`config.mk`:
```
export PLATFORM = sky130hd
export DESIGN_NAME = per_phase_event_status
export DESIGN_NICKNAME = d
export VERILOG_FILES = /design/src/common/pes_pkg.sv /design/src/common/pes_det_if.sv /design/src/logic/pes_sag_filter.sv /design/src/logic/per_phase_event_status.sv
export SDC_FILE = /design/constraint.sdc
export NUM_CORES = 1
export LEC_CHECK = 0
export BUFFER_PORTS_ARGS = -buffer_cell sky130_fd_sc_hd__buf_4
export CORE_MARGIN = 2
export CORE_UTILIZATION = 45
export CTS_CLUSTER_SIZE = 14
export DETAILED_ROUTE_END_ITERATION = 10
export PLACE_DENSITY = 0.7
export SLEW_MARGIN = 20
export SYNTH_ARGS = -nofsm -noshare
export SYNTH_HDL_FRONTEND = slang
export SYNTH_SLANG_ARGS = --single-unit
```
`constraint.sdc`:
```
create_clock -name ref_clk -period 9.9 [get_ports ref_clk]
set_clock_uncertainty 0.05 [all_clocks]
set_input_delay 1.485 -clock ref_clk [delete_from_list [all_inputs] [get_ports ref_clk]]
set_output_delay 1.485 -clock ref_clk [all_outputs]
set_load 0.005 [all_outputs]
```
`src/common/pes_pkg.sv`:
```
// package: register map, field positions and reset values for the per-phase event status bank
package pes_pkg;
  localparam int unsigned PES_ADDR_W = 16;
  localparam int unsigned PES_DATA_W = 32;
  localparam int unsigned PES_REG_W = 16;
  localparam int unsigned PES_NPH = 3;
  // printed offsets, all multiples of four, used as byte addresses
  localparam logic [15:0] PES_EVENT_OFS = 16'he600;
  localparam logic [15:0] PES_NOLOAD_OFS = 16'he608;
  // own additions: main status, enable and sag count
  localparam logic [15:0] PES_MAIN_STAT_OFS = 16'he610;
  localparam logic [15:0] PES_MAIN_EN_OFS = 16'he614;
  localparam logic [15:0] PES_SAG_CNT_OFS = 16'he618;
  // event register field positions
  localparam int unsigned PES_OC_POS = 3;
  localparam int unsigned PES_OV_POS = 9;
  localparam int unsigned PES_SAG_POS = 12;
  // no-load register field positions
  localparam int unsigned PES_NLT_POS = 0;
  localparam int unsigned PES_NLF_POS = 3;
  localparam int unsigned PES_NLA_POS = 6;
  // main status summary bits
  localparam int unsigned PES_SUM_NLT = 0;
  localparam int unsigned PES_SUM_NLF = 1;
  localparam int unsigned PES_SUM_NLA = 2;
  localparam int unsigned PES_SUM_SAG = 16;
  localparam int unsigned PES_SUM_OC = 17;
  localparam int unsigned PES_SUM_OV = 18;
  localparam logic [31:0] PES_MAIN_STAT_MASK = 32'h00070007;
  // reset values
  localparam logic [15:0] PES_EVENT_RST = 16'h0000;
  localparam logic [15:0] PES_NOLOAD_RST = 16'h0000;
  localparam logic [31:0] PES_MAIN_RST = 32'h00000000;
  localparam logic [15:0] PES_SAG_CNT_RST = 16'h0001;
  localparam logic [31:0] PES_ZERO = 32'h00000000;
endpackage

```
`src/common/pes_det_if.sv`:
```
// interface: per-phase detector levels and phase-qualified sag state
`timescale 1ns/1ps
interface pes_det_if;
  logic [2:0] sagBelow;
  logic [15:0] sagCount;
  logic [2:0] sagState;
  logic [2:0] sagToggle;
  modport filt (input sagBelow, input sagCount, output sagState, output sagToggle);
  modport top (output sagBelow, output sagCount, input sagState, input sagToggle);
endinterface

```
`src/logic/pes_sag_filter.sv`:
```
// module: per-phase sag state filter counting half line cycles
`timescale 1ns/1ps
module pes_sag_filter
  import pes_pkg::*;
#(
  parameter int unsigned CNT_W = 16
) (
  input wire logic ref_clk,
  input wire logic rst,
  input wire logic halfCycle,
  pes_det_if.filt det
);
  logic [2:0] state_ff;
  logic [2:0] toggle_ff;
  logic [CNT_W-1:0] run_ff [PES_NPH];

  // run length of samples disagreeing with the held state
  always_ff @(posedge ref_clk or posedge rst) begin
    if (rst) begin
      for (int i = 0; i < PES_NPH; i++) run_ff[i] <= '0;
    end else begin
      for (int i = 0; i < PES_NPH; i++) begin
        if (det.sagBelow[i] == state_ff[i]) begin
          run_ff[i] <= '0;
        end else if (halfCycle) begin
          run_ff[i] <= CNT_W'(run_ff[i] + 1'b1);
        end
      end
    end
  end

  // state flips once the opposite level held for the programmed count
  always_ff @(posedge ref_clk or posedge rst) begin
    if (rst) begin
      state_ff <= '0;
      toggle_ff <= '0;
    end else begin
      for (int i = 0; i < PES_NPH; i++) begin
        toggle_ff[i] <= 1'b0;
        if (det.sagBelow[i] != state_ff[i] && halfCycle && (run_ff[i] + 1'b1) >= det.sagCount[CNT_W-1:0]) begin
          state_ff[i] <= det.sagBelow[i];
          toggle_ff[i] <= 1'b1;
        end
      end
    end
  end

  assign det.sagState = state_ff;
  assign det.sagToggle = toggle_ff;
endmodule

```
`src/logic/per_phase_event_status.sv`:
```
// module: per-phase event source and no-load state registers behind an APB slave
// Function
// - reserved fields 2:0, 8:6 of events and 15:9 of no-load read zero
// - top bit 15 of the event register reads zero
// - bits 3..5 mark phase A..C overcurrent raising summary bit 17
// - bits 9..11 mark phase A..C overvoltage raising summary bit 18
// - bits 12..14 hold sag state, filtered over programmed half cycles
// - every sag state change raises summary bit 16
// - no-load bits 0..2 for total power, set with summary bit 0
// - no-load bits 3..5 for fundamental power, set with summary bit 1
// - no-load bits 6..8 for apparent power, set with summary bit 2
// - any enabled summary bit, overcurrent included, drives the interrupt request
//
// The APB register port is this design's own decision.
`timescale 1ns/1ps
module per_phase_event_status
  import pes_pkg::*;
(
  input wire logic ref_clk,
  input wire logic rst,
  input wire logic psel,
  input wire logic penable,
  input wire logic pwrite,
  input wire logic [PES_ADDR_W-1:0] paddr,
  input wire logic [PES_DATA_W-1:0] pwdata,
  input wire logic [3:0] pstrb,
  output logic [PES_DATA_W-1:0] prdata,
  output logic pready,
  output logic pslverr,
  input wire logic [2:0] overcurrentIn,
  input wire logic [2:0] overvoltageIn,
  input wire logic [2:0] sagBelowIn,
  input wire logic halfCycleIn,
  input wire logic [2:0] totalNoloadIn,
  input wire logic [2:0] fundNoloadIn,
  input wire logic [2:0] apparentNoloadIn,
  output logic [15:0] phaseEventSource,
  output logic [15:0] phaseNoLoadState,
  output logic irqReq
);
  logic [15:0] event_ff;
  logic [15:0] noload_ff;
  logic [31:0] mainStat_ff;
  logic [31:0] mainEn_ff;
  logic [15:0] sagCnt_ff;
  logic [31:0] prdata_ff;
  logic pready_ff;
  logic pslverr_ff;
  logic irq_ff;
  logic [31:0] nxt_prdata;
  logic nxt_slverr;
  logic [31:0] nxt_mainStat;
  logic [15:0] nxt_event;
  logic [15:0] nxt_noload;
  logic [31:0] sumSet;
  logic [31:0] w1c;
  logic acc;
  logic wrEv;

  // detector inputs come from other logic on ref_clk, so no synchroniser
  pes_det_if det ();
  assign det.sagBelow = sagBelowIn;
  assign det.sagCount = sagCnt_ff;

  pes_sag_filter #(.CNT_W(16)) u_sag (
    .ref_clk(ref_clk),
    .rst(rst),
    .halfCycle(halfCycleIn),
    .det(det)
  );

  // byte-lane merge for writes
  function automatic logic [31:0] lane_merge(input logic [31:0] old, input logic [31:0] wd, input logic [3:0] st);
    logic [31:0] r;
    r = old;
    for (int b = 0; b < 4; b++) begin
      if (st[b]) r[b*8 +: 8] = wd[b*8 +: 8];
    end
    return r;
  endfunction

  // any-phase test used by every summary bit
  function automatic logic any_phase(input logic [2:0] v);
    return |v;
  endfunction

  // two-cycle access phase: answer registered at the first access edge, taken at the second
  assign acc = psel && penable && !pready_ff;
  assign wrEv = acc && pwrite;

  // phase source bits follow the detectors; reserved bits stay at zero
  always_comb begin
    nxt_event = PES_EVENT_RST;
    nxt_event[PES_OC_POS +: 3] = overcurrentIn;
    nxt_event[PES_OV_POS +: 3] = overvoltageIn;
    nxt_event[PES_SAG_POS +: 3] = det.sagState;
    nxt_noload = PES_NOLOAD_RST;
    nxt_noload[PES_NLT_POS +: 3] = totalNoloadIn;
    nxt_noload[PES_NLF_POS +: 3] = fundNoloadIn;
    nxt_noload[PES_NLA_POS +: 3] = apparentNoloadIn;
  end

  // registers written only by detection logic, never by the host
  always_ff @(posedge ref_clk or posedge rst) begin
    if (rst) begin
      event_ff <= PES_EVENT_RST;
      noload_ff <= PES_NOLOAD_RST;
    end else begin
      event_ff <= nxt_event;
      noload_ff <= nxt_noload;
    end
  end

  // summary sources, same cycle as the phase bits are loaded
  always_comb begin
    sumSet = PES_ZERO;
    sumSet[PES_SUM_OC] = any_phase(overcurrentIn);
    sumSet[PES_SUM_OV] = any_phase(overvoltageIn);
    sumSet[PES_SUM_SAG] = any_phase(det.sagToggle);
    sumSet[PES_SUM_NLT] = any_phase(totalNoloadIn & ~noload_ff[PES_NLT_POS +: 3]);
    sumSet[PES_SUM_NLF] = any_phase(fundNoloadIn & ~noload_ff[PES_NLF_POS +: 3]);
    sumSet[PES_SUM_NLA] = any_phase(apparentNoloadIn & ~noload_ff[PES_NLA_POS +: 3]);
  end

  // write-one-to-clear on the main status word
  always_comb begin
    w1c = PES_ZERO;
    if (wrEv && paddr == PES_MAIN_STAT_OFS) begin
      w1c = lane_merge(PES_ZERO, pwdata, pstrb) & PES_MAIN_STAT_MASK;
    end
  end

  // set wins over a clear landing in the same cycle
  assign nxt_mainStat = (mainStat_ff & ~w1c) | sumSet;

  always_ff @(posedge ref_clk or posedge rst) begin
    if (rst) begin
      mainStat_ff <= PES_MAIN_RST;
    end else begin
      mainStat_ff <= nxt_mainStat;
    end
  end

  // software-owned enable and sag count
  always_ff @(posedge ref_clk or posedge rst) begin
    if (rst) begin
      mainEn_ff <= PES_MAIN_RST;
      sagCnt_ff <= PES_SAG_CNT_RST;
    end else if (wrEv) begin
      if (paddr == PES_MAIN_EN_OFS) begin
        mainEn_ff <= lane_merge(mainEn_ff, pwdata, pstrb) & PES_MAIN_STAT_MASK;
      end
      if (paddr == PES_SAG_CNT_OFS) begin
        sagCnt_ff <= 16'(lane_merge({16'h0000, sagCnt_ff}, pwdata, pstrb));
      end
    end
  end

  // interrupt: any enabled summary bit, overcurrent included
  always_ff @(posedge ref_clk or posedge rst) begin
    if (rst) begin
      irq_ff <= 1'b0;
    end else begin
      irq_ff <= |(nxt_mainStat & mainEn_ff);
    end
  end

  // read mux and error answer; writes to read-only words are dropped silently
  always_comb begin
    nxt_prdata = PES_ZERO;
    nxt_slverr = 1'b0;
    case (paddr)
      PES_EVENT_OFS: nxt_prdata = {16'h0000, event_ff};
      PES_NOLOAD_OFS: nxt_prdata = {16'h0000, noload_ff};
      PES_MAIN_STAT_OFS: nxt_prdata = mainStat_ff;
      PES_MAIN_EN_OFS: nxt_prdata = mainEn_ff;
      PES_SAG_CNT_OFS: nxt_prdata = {16'h0000, sagCnt_ff};
      default: nxt_slverr = 1'b1;
    endcase
    if (pwrite) begin
      nxt_prdata = PES_ZERO;
    end
  end

  // apb answer registered: pready one cycle into the access phase
  always_ff @(posedge ref_clk or posedge rst) begin
    if (rst) begin
      pready_ff <= 1'b0;
      pslverr_ff <= 1'b0;
      prdata_ff <= PES_ZERO;
    end else begin
      pready_ff <= acc;
      pslverr_ff <= acc && nxt_slverr;
      if (acc) begin
        prdata_ff <= nxt_prdata;
      end
    end
  end

  assign prdata = prdata_ff;
  assign pready = pready_ff;
  assign pslverr = pslverr_ff;
  assign phaseEventSource = event_ff;
  assign phaseNoLoadState = noload_ff;
  assign irqReq = irq_ff;
endmodule

```
==> results of run 1 <==
[flip-flops by register name, indices dropped and copies added, names as in the netlist]
name                 count
mainEn_ff                6
u_sag.det.sagToggle      3
det.sagCount            16
pready                   1
u_sag.det.sagState       3
mainStat_ff              6
phaseNoLoadState         9
phaseEventSource         9
irqReq                   1
prdata                  19
pslverr                  1
u_sag.run_ff            48
[layout by cell type, fill, tap and decap left out, types with 4 or more instances in the layout]
master and instances:
mux2i_1 4, nor2_1 61, o21ai_0 15, and3_1 16
clkbuf_8 4, a21o_1 9, clkbuf_16 17, a21oi_1 26
ha_1 51, or3_1 4, conb_1 27, nand3_1 22
mux2_2 21, mux2_1 6, nand4_1 22, xnor2_1 23
inv_1 24, xor2_1 64, nand2b_1 10, o21ai_1 17
nand2_1 74, and4_1 5, dfrtp_1 121, buf_4 105
nor3_1 11, nor2b_1 4, a22oi_1 16
[cells in the mapped netlist, drive strengths merged, types with 3 or more instances]
master,number,area (um^2)
nor3,13,75.07
and2,5,31.28
or3,4,25.02
xor2,64,560.5
nand3,23,120.1
and4,5,43.79
nand2,75,284.0
ha,51,638.1
dfrtp,121,3028
clkbuf,17,66.31
nand4,24,171.4
buf,41,269.0
a221o,3,30.03
a21oi,26,130.1
inv,26,97.59
nor2,63,241.5
nor2b,4,25.02
a21o,9,67.56
xnor2,23,201.4
mux2i,4,40.04
nand2b,10,62.56
nor4,4,46.29
mux2,27,304.0
and3,16,100.1
a22oi,16,120.1
o31ai,3,22.52
o21ai,32,160.1
[cell type report]
cell class	instances	share of cell area
timing repair buffer	105	0.09130
inverter	26	0.01159
sequential	122	0.3538
clock buffer	24	0.05696
clock inverter	7	0.01319
tap	216	0.03130
multi-input combinational	554	0.4419
[cells by family (layout without fill, tap and decap cells)]
logic type                 Yosys count  count (layout)  synth area share
DFF                                122             122            0.4239
xor gates and xnor gates            87              87            0.1058
muxes                               31              31           0.04776
other                                1              27         0.0005205
buffers and inverters               84             162           0.06009
adders and majority gates           51              51           0.08857
AOI/OAI and AO/OA                  102             102           0.08909
and+or+nand+nor                    256             256            0.1843
[power by group through the flow]
stage / combinational, mW / sequential, mW / clock [mW]
3_3_place_gp: 0.238 / 0.578 / 0
5_1_grt: 0.271 / 0.576 / 0.665
2_1_floorplan: 0.159 / 0.568 / 0
4_1_cts: 0.243 / 0.571 / 0.644
6_report: 0.240 / 0.572 / 0.634
3_5_place_dp: 0.242 / 0.579 / 0
[worst paths after layout]
kind                                          to  depth (start not counted)
setup / recovery           u_sag.det.sagState[2]                         12
hold / removal              phaseEventSource[14]                          0
setup reg to reg           u_sag.det.sagState[2]                         12
hold reg to reg             phaseEventSource[14]                          0
max in group asynchronous       u_sag.run_ff[12]                          3
min in group asynchronous    phaseNoLoadState[1]                          2
[metal layers]
| metal | wire [um] | vias up | track usage |
|---|---|---|---|
| li1 | - | 2675 | - |
| met2 | 7806 | 142 | 0.3260 |
| met5 | 0 | - | 0 |
| met3 | 794 | 30 | 0.04845 |
| met1 | 7809 | 2640 | 0.2755 |
| met4 | 352 | 0 | 0.08135 |
[metrics by stage]
step	total power, mW	hold WS (ns)	setup slack [ns]	util
finish	1.446	0.3941	6.406	0.5474
detailed placement	0.8206	0.3854	6.341	0.5090
floorplan	0.7275	0.3380	5.124	-
CTS	1.457	0.3960	6.446	0.5474
global placement	0.8167	0.3745	6.337	0.5090
global route	1.512	0.4160	6.219	0.5474
==> results.toml, run 1 <==
[status]
outcome = "finished, final reports clean"

[critical_path]
critPathTopFamily = "simple AND/OR/NAND/NOR gates"
critPathLaunchType = "flip-flop"
worstPathRequired_ns = 10.14
max_stage_delay_ns = 0.57
cp-end-kind = "flip-flop"
cpMostUsedCell = "nand4_1"
worst-path-buf-inv = 0
worstPathMaxFanout = 6
crit_path_start = "u_sag.run_ff[7]"
slowest_stage = "nor4_1"
r2r_start = "u_sag.run_ff[7]"
cp_cell_sequence = "nand4_1 -> nor4_1 -> and4_1 -> nand3_1 -> xnor2_1 -> ha_1 -> nand4_1 -> nand2b_1 -> nor3_1 -> a221o_1 -> o21ai_1 -> mux2_2"
critPathArrivalTime_ns = 3.74
crit_type = "flip-flop to flip-flop"
reg2reg_setup_slack_ns = 6.41

[clock_network]
cts_tree = "built"
clk_path_buf_depth = 2
cts-root-buf = "clkbuf_16"
clk_pin_slew_ns = 0.05
clock_sinks = 122
post_cts_buffers = 0
ctsHoldBuffers = 0
cts_repair_resize_count = 0
clock_latency_ns = 0.42
cts_buffers = 17
htreeDepth = 4

[placement]
place_area_um2 = 8028
gp_congestion = 0.8905
place_inst = 1023
port_buffers = 101
dp_hpwl_um = 12390

[sta]
maxSlewViolCount = 0
fin_crit_ns = 3.494
tns_ns = 0
max_freq_ghz = 0.2862
hold_viol = 0
setup_viol = 0
slew_headroom = 0.4618
fin_crit_sh = 0.3529
tightest_slew_ns = 0.8073
rsz0062_at_grt = "no"

[detailed_routing]
drcViolationCount = 0
drt_iter0_markers = 380
via_count = 5487
via_per_inst = 5.206
ant_nets = 0
wire_per_inst_um = 15.90
totalWireLength_um = 16760
first_pass_iters = 5

[logic_synthesis]
ys_async_sr_fraction = 1.000
synth-edff-count = 0
yosys.cell_types.count = 61
ys_ff_latch = 122
ys_warn_count = 0
postSynthAreaPerCell_um2 = 9.815
postSynthCellCount = 734
ys.flop_type = "dfrtp_1"
synth_area_um2 = 7204
yosysSeqAreaShare = 0.4239

[layout]
final_cell_area_um2 = 8633
final_nets = 953
seq_area_um2 = 3054
n_fill_cell = 1392
area_growth_pct = 19.83
drive_above_1_share = 0.2017
diodes = 0
multiInputGateArea_um2 = 3815
stdcell_count = 1054

[pwr]
p_comb_frac = 0.166
swShare = 0.2647
irDropWorstVdd_mv = 0.1314
power.leakage_nw = 4.226
switchingPower_uw = 382.7
pwr-share-seq = 0.396
p_clk_frac = 0.438
p_int_mw = 1.063
power.density_nw_per_um2 = 167.5

[floorplan]
core_um2 = 15770
die_area_um2 = 17040
start_util = 0.4568
die_h_um = 130.5
num_io_pins = 143
rows = 46
die_w_um = 130.5

[worst_hold_path]
hold_path_class = "flip-flop to flip-flop"
min-delay-start = "u_sag.det.sagState[2]"

[global_route]
grt_max_degree = 65
gr-total-overflow = 0
antenna_found_initial = 0
grt_usage = 0.2062
grt_pass1_wl_um = 26870
grt_pass1_vias = 5290

[job]
maxCapViolations = 0
Power figures use the tool's default switching activity.
==> run 2: changes to the inputs <==
Settings changed: PLACE_DENSITY 0.7 to 0.73.
Clock period 9.9 ns to 2.99 ns, I/O delays scaled along.
==> run 2 against run 1 <==
  * Setup slack got worse by 6.4 ns
  * Maximum frequency increased by 19%
  * Critical endpoint unchanged
  * Clock-buffer cell count decreased by 1
  * Total power increased to 3.3 times the previous value
==> results.toml, run 2 (same netlist as run 1, synthesis figures left out) <==
[layout]
drive_above_1_share = 0.2836
n_fill_cell = 1337
stdcell_count = 1115
final_nets = 1015
largest_reg_flops = 48
final_common_cell = "buf_4"
diodes = 0
area_growth_pct = 28.26
top_register = "u_sag.run_ff"
final_cell_mix = "164 x buf_4, 121 x dfrtp_1, 71 x nand2_1"

[sta]
setup_ws_ns = 0.04223
tightest_slew_ns = 0.8758
tns_ns = 0
max_freq_ghz = 0.3392
fin_crit_ns = 2.948
fin_crit_sh = 0.9859
setup_viol = 0
maxSlewViolCount = 0
slew_headroom = 0.4149
rsz0062_at_grt = "yes"
hold_viol = 0

[placement]
place_inst = 1067
dp_hpwl_um = 13160
gp_congestion = 0.9275
dpl_worst_slack_ns = -0.04377
port_buffers = 101

[clock_network]
cts_tree = "built"
cts_buffers = 17
clock_sinks = 122
cts-root-buf = "clkbuf_16"
htreeDepth = 4
clk_pin_slew_ns = 0.06
clk_path_buf_depth = 2
clock_latency_ns = 0.43

[floorplan]
die_h_um = 130.5
die_area_um2 = 17040
num_io_pins = 143
rows = 46
core_um2 = 15770
start_util = 0.4568
die_w_um = 130.5

[worst_hold_path]
hold_path_depth = 1
hold_path_class = "input pin to flip-flop"
min-delay-start = "totalNoloadIn[0]"
worstHoldEndpoint = "phaseNoLoadState[0]"

[detailed_routing]
totalWireLength_um = 18240
via_count = 5877
drt_iter0_markers = 372
wire_per_inst_um = 16.36
first_pass_iters = 4
ant_nets = 0
via_per_inst = 5.271
drcViolationCount = 0

[global_route]
grt_max_degree = 49
gr-total-overflow = 0
use_met3 = 0.03909
use_met2 = 0.3542
grt_usage = 0.2184
top_usage_layer = "met2"
grt_pass1_vias = 5651
grtUsageMet1 = 0.2914
grt_pass1_wl_um = 28480
antenna_found_initial = 0

[critical_path]
cp-end-kind = "flip-flop"
critPathLaunchType = "flip-flop"
reg2reg_setup_slack_ns = 0.04
r2r_end = "u_sag.det.sagState[2]"
cp_cell_sequence = "nand4_1 -> buf_4 -> buf_4 -> buf_4 -> nor4_1 -> xor2_1 -> ha_1 -> nand4_1 -> nand2b_1 -> nor3_1 -> a221o_1 -> o21ai_2 -> mux2_4"
worstPathRequired_ns = 3.25
slowest_stage = "dfrtp_1"
worstPathMaxFanout = 2
cpMostUsedCell = "buf_4"
r2r_start = "u_sag.run_ff[8]"
crit_type = "flip-flop to flip-flop"
critPathArrivalTime_ns = 3.21
rr_worst_depth = 13
max_stage_delay_ns = 0.35

[pwr]
irDropWorstVdd_mv = 0.4655
power.density_nw_per_um2 = 520.9
power.leakage_nw = 4.588
p_total_mw = 4.813

[job]
maxCapViolations = 0

[status]
outcome = "finished, final reports clean"
==> run 2: cell types whose count changed in the layout (fill, tap and decap cells not counted), moves of 3 or more <==
cell,before,now
nand3_1,22,18
nand2_1,74,71
and3_1,16,10
and3_4,0,5
clkinvlp_4,0,4
buf_4,105,164
o21ai_2,0,3
o21ai_1,17,14
nand2_2,1,4
buf_12,0,3
==> run 2: area by class of cell <==
cell class	instances	area, um^2	area share
tap	216	270.3	0.02925
clock inverter	7	67.56	0.007312
inverter	26	101.3	0.01097
sequential	122	3054	0.3305
clock buffer	23	488.0	0.05281
timing repair buffer	167	1291	0.1397
multi-input combinational	554	3968	0.4294
==> run 2: report_power, final <==
group | switching [mW] | internal (mW)
Combinational | 0.516 | 0.492
Sequential | 0.108 | 1.77
Clock | 0.712 | 1.21
==> run 2: routing by layer <==
layer	vias to the layer above	routed length, um
met5	-	0
met4	0	468
met3	32	1001
met2	180	8710
met1	2861	8059
li1	2804	-
==> run 2: repair_timing <==
item / 4_1_cts / 5_1_grt
pin swaps: 8 / 23
buffers inserted: 5 / 13
hold buffers: 0 / 0
resized for setup: 4 / 25
setup endpoints to repair: 2 / 4
==> run 2: worst max-delay path by stage <==
stage | startpoint | end | slack [ns] | depth (start not counted)
finish | u_sag.run_ff[8] | u_sag.det.sagState[2] | 0.04 | 13
global route | u_sag.run_ff[8] | u_sag.det.sagState[2] | -0.09 | 13
CTS | u_sag.run_ff[6] | u_sag.det.sagState[2] | 0.0008 | 12
detailed placement | u_sag.run_ff[0] | u_sag.det.sagState[2] | -0.04 | 12
global placement | u_sag.run_ff[0] | u_sag.det.sagState[2] | -0.006 | 12
floorplan | u_sag.run_ff[34] | u_sag.det.sagState[0] | 0.01 | 12
==> run 2: through the flow <==
stage	cell area, um^2	util	hold WS, ns
3_5_place_dp	8418	0.5338	0.3772
3_3_place_gp	8418	0.5338	0.3791
5_1_grt	9240	0.5859	0.07495
6_report	9240	0.5859	0.08377
4_1_cts	9030	0.5726	0.07195
2_1_floorplan	7327	-	0.3380
==> run 2: critical path: cells and delay by family, from the launching register on <==
family / cells / cell delay, ns
buffers and inverters: 3 / 0.44
adders and majority gates: 1 / 0.26
muxes: 1 / 0.32
AOI/OAI and AO/OA: 2 / 0.46
xor gates and xnor gates: 1 / 0.20
and+or+nand+nor: 5 / 0.77
DFF: 1 / 0.35
==> run 3: changes to the inputs <==
Settings changed: PLACE_DENSITY 0.73 to 0.7.
Clock period 2.99 ns to 3.8 ns, I/O delays scaled along.
==> run 3 against run 2 <==
  * Clock-buffer cell count up 2
  * Largest power group unchanged
  * Routed wire length down 5.7%
  * Worst hold slack better by 0.13 ns
  * Final area down 6.8%
  * Setup slack better by 0.41 ns
  * Core utilization down 4.0 points
  * Via count down 6.5%
  * Total power down 24%
==> results.toml, run 3 (same netlist as run 1, synthesis figures left out) <==
[status]
outcome = "finished, final reports clean"

[detailed_routing]
first_pass_iters = 5
drcViolationCount = 0
totalWireLength_um = 17210
ant_nets = 0
wire_per_inst_um = 16.30
via_count = 5496
via_per_inst = 5.205
drt_iter0_markers = 299

[sta]
maxSlewViolCount = 0
tns_ns = 0
max_freq_ghz = 0.2987
setup_viol = 0
slew_headroom = 0.4257
tightest_slew_ns = 0.8573
worst_hold_slack_ns = 0.2147
rsz0062_at_grt = "no"
fin_crit_sh = 0.8811
fin_crit_ns = 3.348
hold_viol = 0

[placement]
place_inst = 1024
port_buffers = 101
gp_congestion = 0.9001
dp_hpwl_um = 12700
place_area_um2 = 8044

[floorplan]
core_um2 = 15770
start_util = 0.4568
rows = 46
die_h_um = 130.5
num_io_pins = 143
die_w_um = 130.5
die_area_um2 = 17040

[clock_network]
clock_sinks = 122
cts_buffers = 17
post_cts_buffers = 0
cts-root-buf = "clkbuf_16"
clock_latency_ns = 0.42
ctsHoldBuffers = 0
cts_tree = "built"
clk_pin_slew_ns = 0.06
clk_path_buf_depth = 2
cts_repair_resize_count = 0
htreeDepth = 4

[layout]
final_util = 0.5459
final_cell_mix = "121 x dfrtp_1, 105 x buf_4, 74 x nand2_1"
final_common_cell = "dfrtp_1"
largest_reg_flops = 48
final_cell_area_um2 = 8608
area_growth_pct = 19.49
top_register = "u_sag.run_ff"
final_nets = 954
drive_above_1_share = 0.2036
stdcell_count = 1056
diodes = 0

[critical_path]
reg2reg_setup_slack_ns = 0.45
cp-end-kind = "flip-flop"
critPathArrivalTime_ns = 3.60
slowest_stage = "dfrtp_1"
crit_type = "flip-flop to flip-flop"
critPathLaunchType = "flip-flop"
worstPathRequired_ns = 4.05
worst-path-buf-inv = 0
max_stage_delay_ns = 0.48
cpMostUsedCell = "a21o_1"
critPathTopFamily = "simple AND/OR/NAND/NOR gates"
worstPathMaxFanout = 7
cp_cell_sequence = "nand4_1 -> nor4_1 -> and4_1 -> xor2_1 -> ha_1 -> a21o_1 -> a21o_1 -> a221o_1 -> o21ai_1 -> mux2_2"

[pwr]
power.leakage_nw = 4.207
power.density_nw_per_um2 = 422.7
irDropWorstVdd_mv = 0.3656

[global_route]
use_met3 = 0.05130
grt_max_degree = 80
use_met2 = 0.3361
grt_pass1_vias = 5247
top_usage_layer = "met2"
gr-total-overflow = 0
grt_pass1_wl_um = 27540
grtUsageMet1 = 0.2908
grt_usage = 0.2143
antenna_found_initial = 0

[job]
maxCapViolations = 0

[worst_hold_path]
hold_path_class = "input pin to flip-flop"
run 3: through the flow:
stage / power, mW / setup slack, ns
floorplan: 1.896 / 0.7738
global placement: 2.121 / 0.5361
detailed placement: 2.140 / 0.4948
CTS: 3.677 / 0.4840
global route: 3.815 / 0.1936
finish: 3.638 / 0.4519
run 3: report_power, final:
group / internal (mW) / switching (mW) / leakage [nW]
logic: 0.277 / 0.342 / 2.33
clock network: 0.963 / 0.563 / 0.273
registers: 1.39 / 0.0993 / 1.60
run 3: per-layer routing:
| metal | up-vias | share of wire |
|---|---|---|
| li1 | 2690 | - |
| met1 | 2648 | 0.45 |
| met2 | 131 | 0.47 |
| met3 | 27 | 0.054 |
| met4 | 0 | 0.023 |
| met5 | - | 0 |
run 3: worst paths after layout:
kind	from	end	depth (start not counted)
max	u_sag.run_ff[6]	u_sag.det.sagState[2]	10
min	totalNoloadIn[0]	phaseNoLoadState[0]	1
max reg2reg	u_sag.run_ff[6]	u_sag.det.sagState[2]	10
min reg2reg	u_sag.det.sagState[2]	phaseEventSource[14]	0
max in group asynchronous	rst	u_sag.run_ff[11]	3
min in group asynchronous	rst	phaseNoLoadState[0]	3
run 3: area by class of cell:
class / instances / area (um^2)
fillers: 1453 / 7162
multi-input cells: 554 / 3822
flip-flops and latches: 122 / 3054
repair buffers: 106 / 799.5
clock buffers: 25 / 495.5
well taps: 216 / 270.3
inverters: 26 / 101.3
clock inverters: 7 / 65.06
